File: src/core/clkctl_defs.vh
// Register map, field positions, reset values and timing constants of the clock controller
`ifndef CLKCTL_DEFS_VH
`define CLKCTL_DEFS_VH
`define ADDR_CLOCK_SPEED_CONTROL_0 8'h8f
`define ADDR_PLL_CONTROL 8'ha3
`define ADDR_PLL_DIVIDER 8'ha4
`define ADDR_CLOCK_SPEED_CONTROL_1 8'haf
`define RST_CLOCK_SPEED_CONTROL_0 8'h00
`define RST_CLOCK_SPEED_CONTROL_1 1'b0
`define RST_PLL_DIVIDER 8'h00
`define BIT_DOUBLE_SPEED 0
`define BIT_TIMER0_SPEED 1
`define BIT_TIMER1_SPEED 2
`define BIT_TIMER2_SPEED 3
`define BIT_SERIAL_SPEED 4
`define BIT_COUNTER_ARRAY_SPEED 5
`define BIT_WATCHDOG_SPEED 6
`define BIT_TWO_WIRE_SPEED 7
`define BIT_SPI_SPEED 0
`define BIT_LOCK 0
`define BIT_PLL_ENABLE 1
`define BIT_BYPASS_48 2
`define FIELD_FEEDBACK_HI 7
`define FIELD_FEEDBACK_LO 4
`define FIELD_REFERENCE_HI 3
`define FIELD_REFERENCE_LO 0
`define CLOCK_HZ 200000000
`define USB_HZ 48000000
`define VCO_PERIOD_INIT (`CLOCK_HZ / `USB_HZ)
`define VCO_PERIOD_MIN 8'h02
`define VCO_PERIOD_MAX 8'hff
`define LOCK_TOLERANCE 16'h0008
`define LOCK_PAIRS 4'h8
`endif

File: src/core/tick_divider.v
// Divide a stream of tick pulses by a programmable ratio of limit plus one
`timescale 1ns/1ps
module tick_divider (
  // Clock and reset
  input wire clock,
  input wire rst_n,
  // Control
  input wire clear,
  input wire tick_in,
  input wire [3:0] limit,
  // Divided tick
  output reg tick_out
);
  reg [3:0] count_q;

  always @(posedge clock) begin
    if (!rst_n || clear) begin
      count_q <= 4'h0;
      tick_out <= 1'b0;
    end else begin
      tick_out <= 1'b0;
      if (tick_in) begin
        if (count_q >= limit) begin
          count_q <= 4'h0;
          tick_out <= 1'b1;
        end else begin
          count_q <= count_q + 4'h1;
        end
      end
    end
  end
endmodule

File: src/core/clock_controller.v
// Clock controller: oscillator tick, core and peripheral enables, USB PLL and its registers
`timescale 1ns/1ps
`include "clkctl_defs.vh"

module clock_controller (
  // Clock and reset
  input wire clock,
  input wire rst_n,
  // Special function register port
  input wire [7:0] sfr_addr,
  input wire sfr_wr,
  input wire sfr_rd,
  input wire [7:0] sfr_wdata,
  output reg [7:0] sfr_rdata_q,
  // Oscillator pin and power state
  input wire oscillator_input_pin,
  input wire idle_mode,
  input wire power_down_mode,
  output reg osc_inverter_en_q,
  // Clock enables
  output reg core_clk_en_q,
  output reg periph_clk_en_q,
  output reg usb_clk_en_q,
  // Per-peripheral enables: two-wire, watchdog, counter array, serial, timer2..0, spi
  output reg [7:0] periph_sel_en_q,
  // Phase detector state
  output reg pll_up_q,
  output reg pll_down_q
);
  reg [7:0] clock_speed_control_0_q;
  reg spi_speed_sel_q;
  reg pll_enable_bit_q;
  reg external_48mhz_bypass_q;
  reg lock_indicator_q;
  reg [7:0] pll_divider_q;
  reg osc_s1_q;
  reg osc_s2_q;
  reg osc_s3_q;
  reg half_q;
  reg [7:0] vco_period_q;
  reg [7:0] vco_cnt_q;
  reg vco_tick_q;
  reg ref_lead_q;
  reg fb_lead_q;
  reg [15:0] err_q;
  reg [3:0] good_q;
  reg [7:0] speed_d;
  reg [7:0] rdata_d;
  wire osc_tick;
  wire half_tick;
  wire double_speed;
  wire base_tick;
  wire pll_run;
  wire ref_tick;
  wire fb_tick;
  wire pair_done;
  wire ref_led;
  wire fb_led;
  wire [31:0] vco_period_full;
  integer i;

  assign double_speed = clock_speed_control_0_q[`BIT_DOUBLE_SPEED];

  // Oscillator pin synchroniser; third stage only for edge detection
  always @(posedge clock) begin
    if (!rst_n) begin
      osc_s1_q <= 1'b0;
      osc_s2_q <= 1'b0;
      osc_s3_q <= 1'b0;
    end else begin
      osc_s1_q <= oscillator_input_pin;
      osc_s2_q <= osc_s1_q;
      osc_s3_q <= osc_s2_q;
    end
  end

  // Crystal or external 48 MHz both arrive on the same pin
  assign osc_tick = osc_s2_q & ~osc_s3_q;
  assign half_tick = osc_tick & half_q;
  assign base_tick = double_speed ? osc_tick : half_tick;

  always @(posedge clock) begin
    if (!rst_n) begin
      half_q <= 1'b0;
    end else if (osc_tick) begin
      half_q <= ~half_q;
    end
  end

  // Register writes
  always @(posedge clock) begin
    if (!rst_n) begin
      clock_speed_control_0_q <= `RST_CLOCK_SPEED_CONTROL_0;
      spi_speed_sel_q <= `RST_CLOCK_SPEED_CONTROL_1;
      pll_enable_bit_q <= 1'b0;
      external_48mhz_bypass_q <= 1'b0;
      pll_divider_q <= `RST_PLL_DIVIDER;
    end else if (sfr_wr) begin
      case (sfr_addr)
        `ADDR_CLOCK_SPEED_CONTROL_0: begin
          clock_speed_control_0_q <= sfr_wdata;
        end
        `ADDR_CLOCK_SPEED_CONTROL_1: begin
          spi_speed_sel_q <= sfr_wdata[`BIT_SPI_SPEED];
        end
        `ADDR_PLL_CONTROL: begin
          // Lock bit has no write path
          pll_enable_bit_q <= sfr_wdata[`BIT_PLL_ENABLE];
          external_48mhz_bypass_q <= sfr_wdata[`BIT_BYPASS_48];
        end
        `ADDR_PLL_DIVIDER: begin
          pll_divider_q <= sfr_wdata;
        end
        default: begin
        end
      endcase
    end
  end

  // Read mux; unmapped addresses read zero
  always @* begin
    rdata_d = 8'h00;
    case (sfr_addr)
      `ADDR_CLOCK_SPEED_CONTROL_0: rdata_d = clock_speed_control_0_q;
      `ADDR_CLOCK_SPEED_CONTROL_1: rdata_d = {7'h00, spi_speed_sel_q};
      `ADDR_PLL_CONTROL: begin
        rdata_d = {5'h00, external_48mhz_bypass_q, pll_enable_bit_q, lock_indicator_q};
      end
      `ADDR_PLL_DIVIDER: rdata_d = pll_divider_q;
      default: rdata_d = 8'h00;
    endcase
  end

  // Registered so the bus sees a stable byte until the next read
  always @(posedge clock) begin
    if (!rst_n) begin
      sfr_rdata_q <= 8'h00;
    end else if (sfr_rd) begin
      sfr_rdata_q <= rdata_d;
    end
  end

  // Per-peripheral rate: fast only when double speed and its bit clear
  always @* begin
    speed_d = {clock_speed_control_0_q[7:1], spi_speed_sel_q};
    for (i = 0; i < 8; i = i + 1) begin
      speed_d[i] = double_speed ? (speed_d[i] ? half_tick : osc_tick) : half_tick;
    end
  end

  // Core, peripheral and USB enables under power state
  always @(posedge clock) begin
    if (!rst_n) begin
      core_clk_en_q <= 1'b0;
      periph_clk_en_q <= 1'b0;
      periph_sel_en_q <= 8'h00;
      usb_clk_en_q <= 1'b0;
      osc_inverter_en_q <= 1'b1;
    end else begin
      core_clk_en_q <= base_tick & ~idle_mode & ~power_down_mode;
      periph_clk_en_q <= base_tick & ~power_down_mode;
      periph_sel_en_q <= power_down_mode ? 8'h00 : speed_d;
      // Bypass passes the pin clock straight to USB
      if (power_down_mode) begin
        usb_clk_en_q <= 1'b0;
      end else if (external_48mhz_bypass_q) begin
        usb_clk_en_q <= osc_tick;
      end else begin
        usb_clk_en_q <= vco_tick_q;
      end
      osc_inverter_en_q <= ~external_48mhz_bypass_q;
    end
  end

  // Digital model of the loop: a period counter stands in for the oscillator
  assign pll_run = pll_enable_bit_q & ~external_48mhz_bypass_q;
  // Nominal period is a 32-bit quotient; only the low byte is meaningful
  assign vco_period_full = `VCO_PERIOD_INIT;

  // A one-count phase kick beside the period step damps the loop; the
  // period step alone swings wider than the lock window and never settles.
  // Limitation: with a large feedback ratio the period step dominates again.
  always @(posedge clock) begin
    if (!rst_n || !pll_run) begin
      vco_cnt_q <= 8'h00;
      vco_tick_q <= 1'b0;
    end else if (vco_cnt_q + 8'h01 >= vco_period_q) begin
      vco_cnt_q <= 8'h00;
      vco_tick_q <= 1'b1;
    end else if (fb_led) begin
      // Feedback early: hold the count for one cycle
      vco_cnt_q <= vco_cnt_q;
      vco_tick_q <= 1'b0;
    end else if (ref_led && vco_cnt_q + 8'h02 < vco_period_q) begin
      // Feedback late: step two counts at once
      vco_cnt_q <= vco_cnt_q + 8'h02;
      vco_tick_q <= 1'b0;
    end else begin
      vco_cnt_q <= vco_cnt_q + 8'h01;
      vco_tick_q <= 1'b0;
    end
  end

  // Reference from the peripheral clock, feedback from the PLL output
  tick_divider u_ref_div (
    .clock(clock),
    .rst_n(rst_n),
    .clear(~pll_run),
    .tick_in(periph_clk_en_q),
    .limit(pll_divider_q[`FIELD_REFERENCE_HI:`FIELD_REFERENCE_LO]),
    .tick_out(ref_tick)
  );

  tick_divider u_fb_div (
    .clock(clock),
    .rst_n(rst_n),
    .clear(~pll_run),
    .tick_in(vco_tick_q),
    .limit(pll_divider_q[`FIELD_FEEDBACK_HI:`FIELD_FEEDBACK_LO]),
    .tick_out(fb_tick)
  );

  // A pair closes when the lagging edge arrives, or both coincide
  assign ref_led = ref_lead_q & fb_tick;
  assign fb_led = fb_lead_q & ref_tick;
  assign pair_done = ref_led | fb_led | (ref_tick & fb_tick);

  always @(posedge clock) begin
    if (!rst_n || !pll_run) begin
      ref_lead_q <= 1'b0;
      fb_lead_q <= 1'b0;
      pll_up_q <= 1'b0;
      pll_down_q <= 1'b0;
      err_q <= 16'h0000;
      vco_period_q <= vco_period_full[7:0];
    end else begin
      if (pair_done) begin
        ref_lead_q <= 1'b0;
        fb_lead_q <= 1'b0;
        err_q <= 16'h0000;
      end else begin
        if (ref_tick) begin
          ref_lead_q <= 1'b1;
        end
        if (fb_tick) begin
          fb_lead_q <= 1'b1;
        end
        // Saturates so a stalled loop cannot wrap back into tolerance
        if ((ref_lead_q || fb_lead_q) && err_q != 16'hffff) begin
          err_q <= err_q + 16'h0001;
        end
      end
      // Up while reference leads, down while feedback leads
      pll_up_q <= (ref_lead_q | ref_tick) & ~pair_done;
      pll_down_q <= (fb_lead_q | fb_tick) & ~pair_done;
      // Leading reference speeds the loop up, leading feedback slows it
      if (ref_led && vco_period_q > `VCO_PERIOD_MIN) begin
        vco_period_q <= vco_period_q - 8'h01;
      end else if (fb_led && vco_period_q < `VCO_PERIOD_MAX) begin
        vco_period_q <= vco_period_q + 8'h01;
      end
    end
  end

  // Eight close pairs in a row filter out a lucky crossing of the swing
  // Lock after enough close pairs, lost on the first wide one
  always @(posedge clock) begin
    if (!rst_n || !pll_run) begin
      good_q <= 4'h0;
      lock_indicator_q <= 1'b0;
    end else if (pair_done) begin
      if (err_q > `LOCK_TOLERANCE) begin
        good_q <= 4'h0;
        lock_indicator_q <= 1'b0;
      end else if (good_q >= `LOCK_PAIRS - 4'h1) begin
        lock_indicator_q <= 1'b1;
      end else begin
        good_q <= good_q + 4'h1;
      end
    end
  end
endmodule

File: config.mk
export PLATFORM = sky130hd
export DESIGN_NAME = clock_controller
export DESIGN_NICKNAME = d
export VERILOG_FILES = /design/src/core/tick_divider.v /design/src/core/clock_controller.v
export VERILOG_INCLUDE_DIRS = /design/src /design/src/core
export SDC_FILE = /design/constraint.sdc
export NUM_CORES = 1
export LEC_CHECK = 0
export BUFFER_PORTS_ARGS = -buffer_cell sky130_fd_sc_hd__buf_4
export CAP_MARGIN = 20
export CORE_UTILIZATION = 40
export DETAILED_ROUTE_END_ITERATION = 16
export GPL_ROUTABILITY_DRIVEN = 0
export SYNTH_ARGS = -nofsm -noshare
export SYNTH_HDL_FRONTEND = slang
export SYNTH_SLANG_ARGS = --single-unit
File: constraint.sdc
create_clock -name clock -period 3 [get_ports clock]
set_clock_uncertainty 0.15 [all_clocks]
set_input_delay 0.6 -clock clock [delete_from_list [all_inputs] [get_ports clock]]
set_output_delay 0.6 -clock clock [all_outputs]
set_load 0.01 [all_outputs]
==> results_dict.tcl <==
set metrics [dict create \
    dp_hpwl_um 7990 \
    grt_pass1_wl_um 18500 \
    drv_cap 0 \
    firstDrtPassIters 4 \
    rsz0062_at_grt "false" \
    fin_crit_sh_pct 91.6 \
    start_util_pct 40.9 \
    cts.htree.levels 3 \
    wl_met2_um 5090 \
    yosys.area.top_type_share_pct 38.9 \
    synth_area_leader_cell "dfxtp_1" \
    clkSlewWorstSetupHoldPaths_ns 0.06 \
    path_delay_family "simple AND/OR/NAND/NOR gates" \
    end_kind "register" \
    viasPerCell 5.27 \
    routed.top_layer "met4" \
    ant_nets 0 \
    syn_inst 590 \
    power_density_mw_per_mm2 449 \
    dp_slack_ns 0.106 \
    holdBufCountCts 0 \
    ios 45 \
    grt_util_all_layers_pct 18.3 \
    cpMaxStageDelayCell "dfxtp_2" \
    dieArea_mm2 0.0127 \
    max_stage_delay_ns 0.39 \
    core_mm2 0.0120 \
    grt_overflow 0 \
    die_h_um 113 \
    finalWorstSetupSlack_ns 0.253 \
    final_core_util_pct 47.8 \
    area_growth_pct 16.9 \
    rr_startpoint "vco_cnt_q[2]" \
    synth_nets 651 \
    cts_buffers 9 \
    wirelength_um 10800 \
    wl_met3_um 299 \
    ys.flop_type "dfxtp_1" \
    crit_path_max_fanout 8 \
    synthArstFlopShare_pct 0 \
    dr_total_vias 4145 \
    max-vdd-ir-drop_mv 0.360 \
    clk_latency_ns 0.35 \
    slew_viol_final 0 \
    cts_buffer_depth 2 \
    outcome "finished clean" \
    ys_seq_area_share_pct 38.9 \
    synthXorXnorAreaFrac_pct 5.73 \
    cts-root-buf "clkbuf_16" \
    drtIter0Drc 178 \
    antenna_found_initial 0 \
    min_from "idle_mode" \
    syn_area_per_cell_um2 8.28 \
    required_ns 3.13 \
    wire_per_inst_um 13.7 \
    arrival_ns 2.88 \
    num_antenna_cells 0 \
    startpoint "vco_cnt_q[2]" \
    die_w_um 113 \
    synth_cell_types 52 \
    synthTopCellsByArea "dfxtp_1 (39%), ha_1 (9.5%), nand2_1 (5.8%)" \
    finalSetupViolCount 0 \
    rows 40 \
    worstMarginPinSlew_ns 0.773 \
    grt_pass1_vias 4012 \
    fin_total_pwr_mw 2.57 \
    crit_top_cell "a21oi_1" \
    ys_warn_count 0 \
    hold_class "in -> reg" \
    io_buffer_count 44 \
    synth-simple-area-share_pct 22.4 \
    finalNetCount 695 \
    setup-tns-final_ns 0 \
    max_freq_ghz 0.364 \
    fin_crit_ns 2.75 \
    rrSetupSlack_ns 0.25 \
    synth-seq-cells 95 \
    cts_num_sinks 95 \
    final-hold-violation-count 0 \
    netlist_area_mm2 0.00489 \
    synth-compound-area-share_pct 17.3 \
    crit_type "reg -> reg" \
    path_buf_inv 0 \
    synth_mux_area_share_pct 1.02 \
    drive_gt1_share_pct 13.1 \
    grt_max_degree 36 \
    wl_met1_um 5180 \
    crit_chain "ha_2 -> and3_4 -> and3_1 -> xor2_1 -> ha_1 -> nand2_1 -> a21oi_1 -> o41ai_2 -> and2_2 -> or3_1 -> a21oi_1" \
    synth_top_family_by_area "simple AND/OR/NAND/NOR gates" \
    start_kind "register" \
    drcViolationCount 0 \
    p_leak_nw 2.21 \
    synth-adder-area-share_pct 9.88 \
    synth-edff-count 0 \
    tritoncts "built" \
    relSlewSlack_pct 48.4 \
]
-- what timing repair did --
item | in CTS | in global routing
endpoints found under the setup margin | 0 | 8
resized for setup | 0 | 10
buffers inserted | 0 | 0
-- Yosys cell counts (all sizes together) (2+ instances only) --
| library cell | number |
|---|---|
| a211o | 2 |
| a211oi | 6 |
| a21boi | 18 |
| a21o | 8 |
| a21oi | 43 |
| a22oi | 8 |
| a2bb2oi | 2 |
| a31oi | 6 |
| and2 | 18 |
| and3 | 6 |
| and4 | 2 |
| buf | 6 |
| clkbuf | 11 |
| dfxtp | 95 |
| ha | 37 |
| inv | 41 |
| mux2i | 5 |
| nand2 | 75 |
| nand2b | 6 |
| nand3 | 26 |
| nand3b | 2 |
| nand4 | 9 |
| nor2 | 56 |
| nor2b | 4 |
| nor3 | 4 |
| nor4 | 5 |
| o21a | 2 |
| o21ai | 25 |
| o21bai | 2 |
| o22ai | 9 |
| or3 | 8 |
| or4 | 2 |
| xnor2 | 15 |
| xor2 | 17 |
-- per-stage QoR --
stage          hold WS (ns)  cells  cell area, µm²
2_1_floorplan         0.262    590            4890
3_3_place_gp          0.265    770            5370
3_5_place_dp          0.273    770            5370
4_1_cts               0.238    786            5690
5_1_grt               0.251    786            5720
6_report              0.250    786            5720
-- state kept, by name (all words and copies together) (netlist names), 4 cells and up --
register	cells
clock_speed_control_0_q	8
err_q	16
good_q	4
periph_sel_en_q	8
pll_divider_q	8
sfr_rdata_q	8
u_fb_div.count_q	4
u_ref_div.count_q	4
vco_cnt_q	8
vco_period_q	8
-- cells in the final DEF, fill, tap and decap left out, types with 4 or more instances in the layout --
| cell | synthesis | routed |
|---|---|---|
| a21oi_1 | 42 | 41 |
| ha_1 | 37 | 36 |
| buf_4 | 0 | 50 |
| nand2_1 | 75 | 74 |
| inv_1 | 41 | 41 |
| o21ai_0 | 24 | 23 |
| xnor2_1 | 15 | 15 |
| nand4_1 | 8 | 8 |
| and3_1 | 5 | 4 |
| nand2b_1 | 6 | 6 |
| or3_1 | 8 | 8 |
| dfxtp_1 | 95 | 93 |
| a211oi_1 | 6 | 4 |
| nor2b_1 | 4 | 4 |
| a21boi_0 | 18 | 18 |
| nand3_1 | 26 | 26 |
| xor2_1 | 17 | 17 |
| and2_1 | 18 | 17 |
| nor2_1 | 54 | 54 |
| a31oi_1 | 5 | 5 |
| clkbuf_16 | 0 | 9 |
| mux2i_1 | 5 | 5 |
| a22oi_1 | 8 | 8 |
| nor3_1 | 4 | 4 |
| nor4_1 | 5 | 5 |
| a21o_1 | 8 | 8 |
| o22ai_1 | 9 | 9 |
-- cell families (layout without fill, tap and decap cells) --
family	after synthesis	in the layout
xor+xnor	32	32
fa+ha+maj	38	38
simple gates	227	227
flops	95	95
buf+inv	59	108
mux	5	5
compound gates	134	134
-- power by group --
| part | total (mW) | internal, mW | switching, mW |
|---|---|---|---|
| Clock | 1.24 | 0.737 | 0.508 |
| Combinational | 0.0560 | 0.0285 | 0.0275 |
| Sequential | 1.26 | 1.26 | 0.00124 |
-- layer usage --
metal  GRT usage [%]  up-vias
met3            2.81       16
met1            23.6     1941
met5               0        -
met4            8.80        0
met2            30.0       50
li1                -     2138
-- cell type report --
type / instances / area [µm²]
flip-flops and latches: 95 / 1900
well taps: 147 / 184
repair buffers: 50 / 375
inverters: 42 / 158
clock inverters: 6 / 91.3
clock buffers: 10 / 229
multi-input cells: 436 / 2770
fillers: 1175 / 6250
-- final timing paths --
kind | end | cells past startpoint
min reg2reg | osc_s2_q | 1
max reg2reg | vco_cnt_q[0] | 11
min | core_clk_en_q | 2
max | vco_cnt_q[0] | 11
Note: power is estimated with default switching activity, not from simulation.
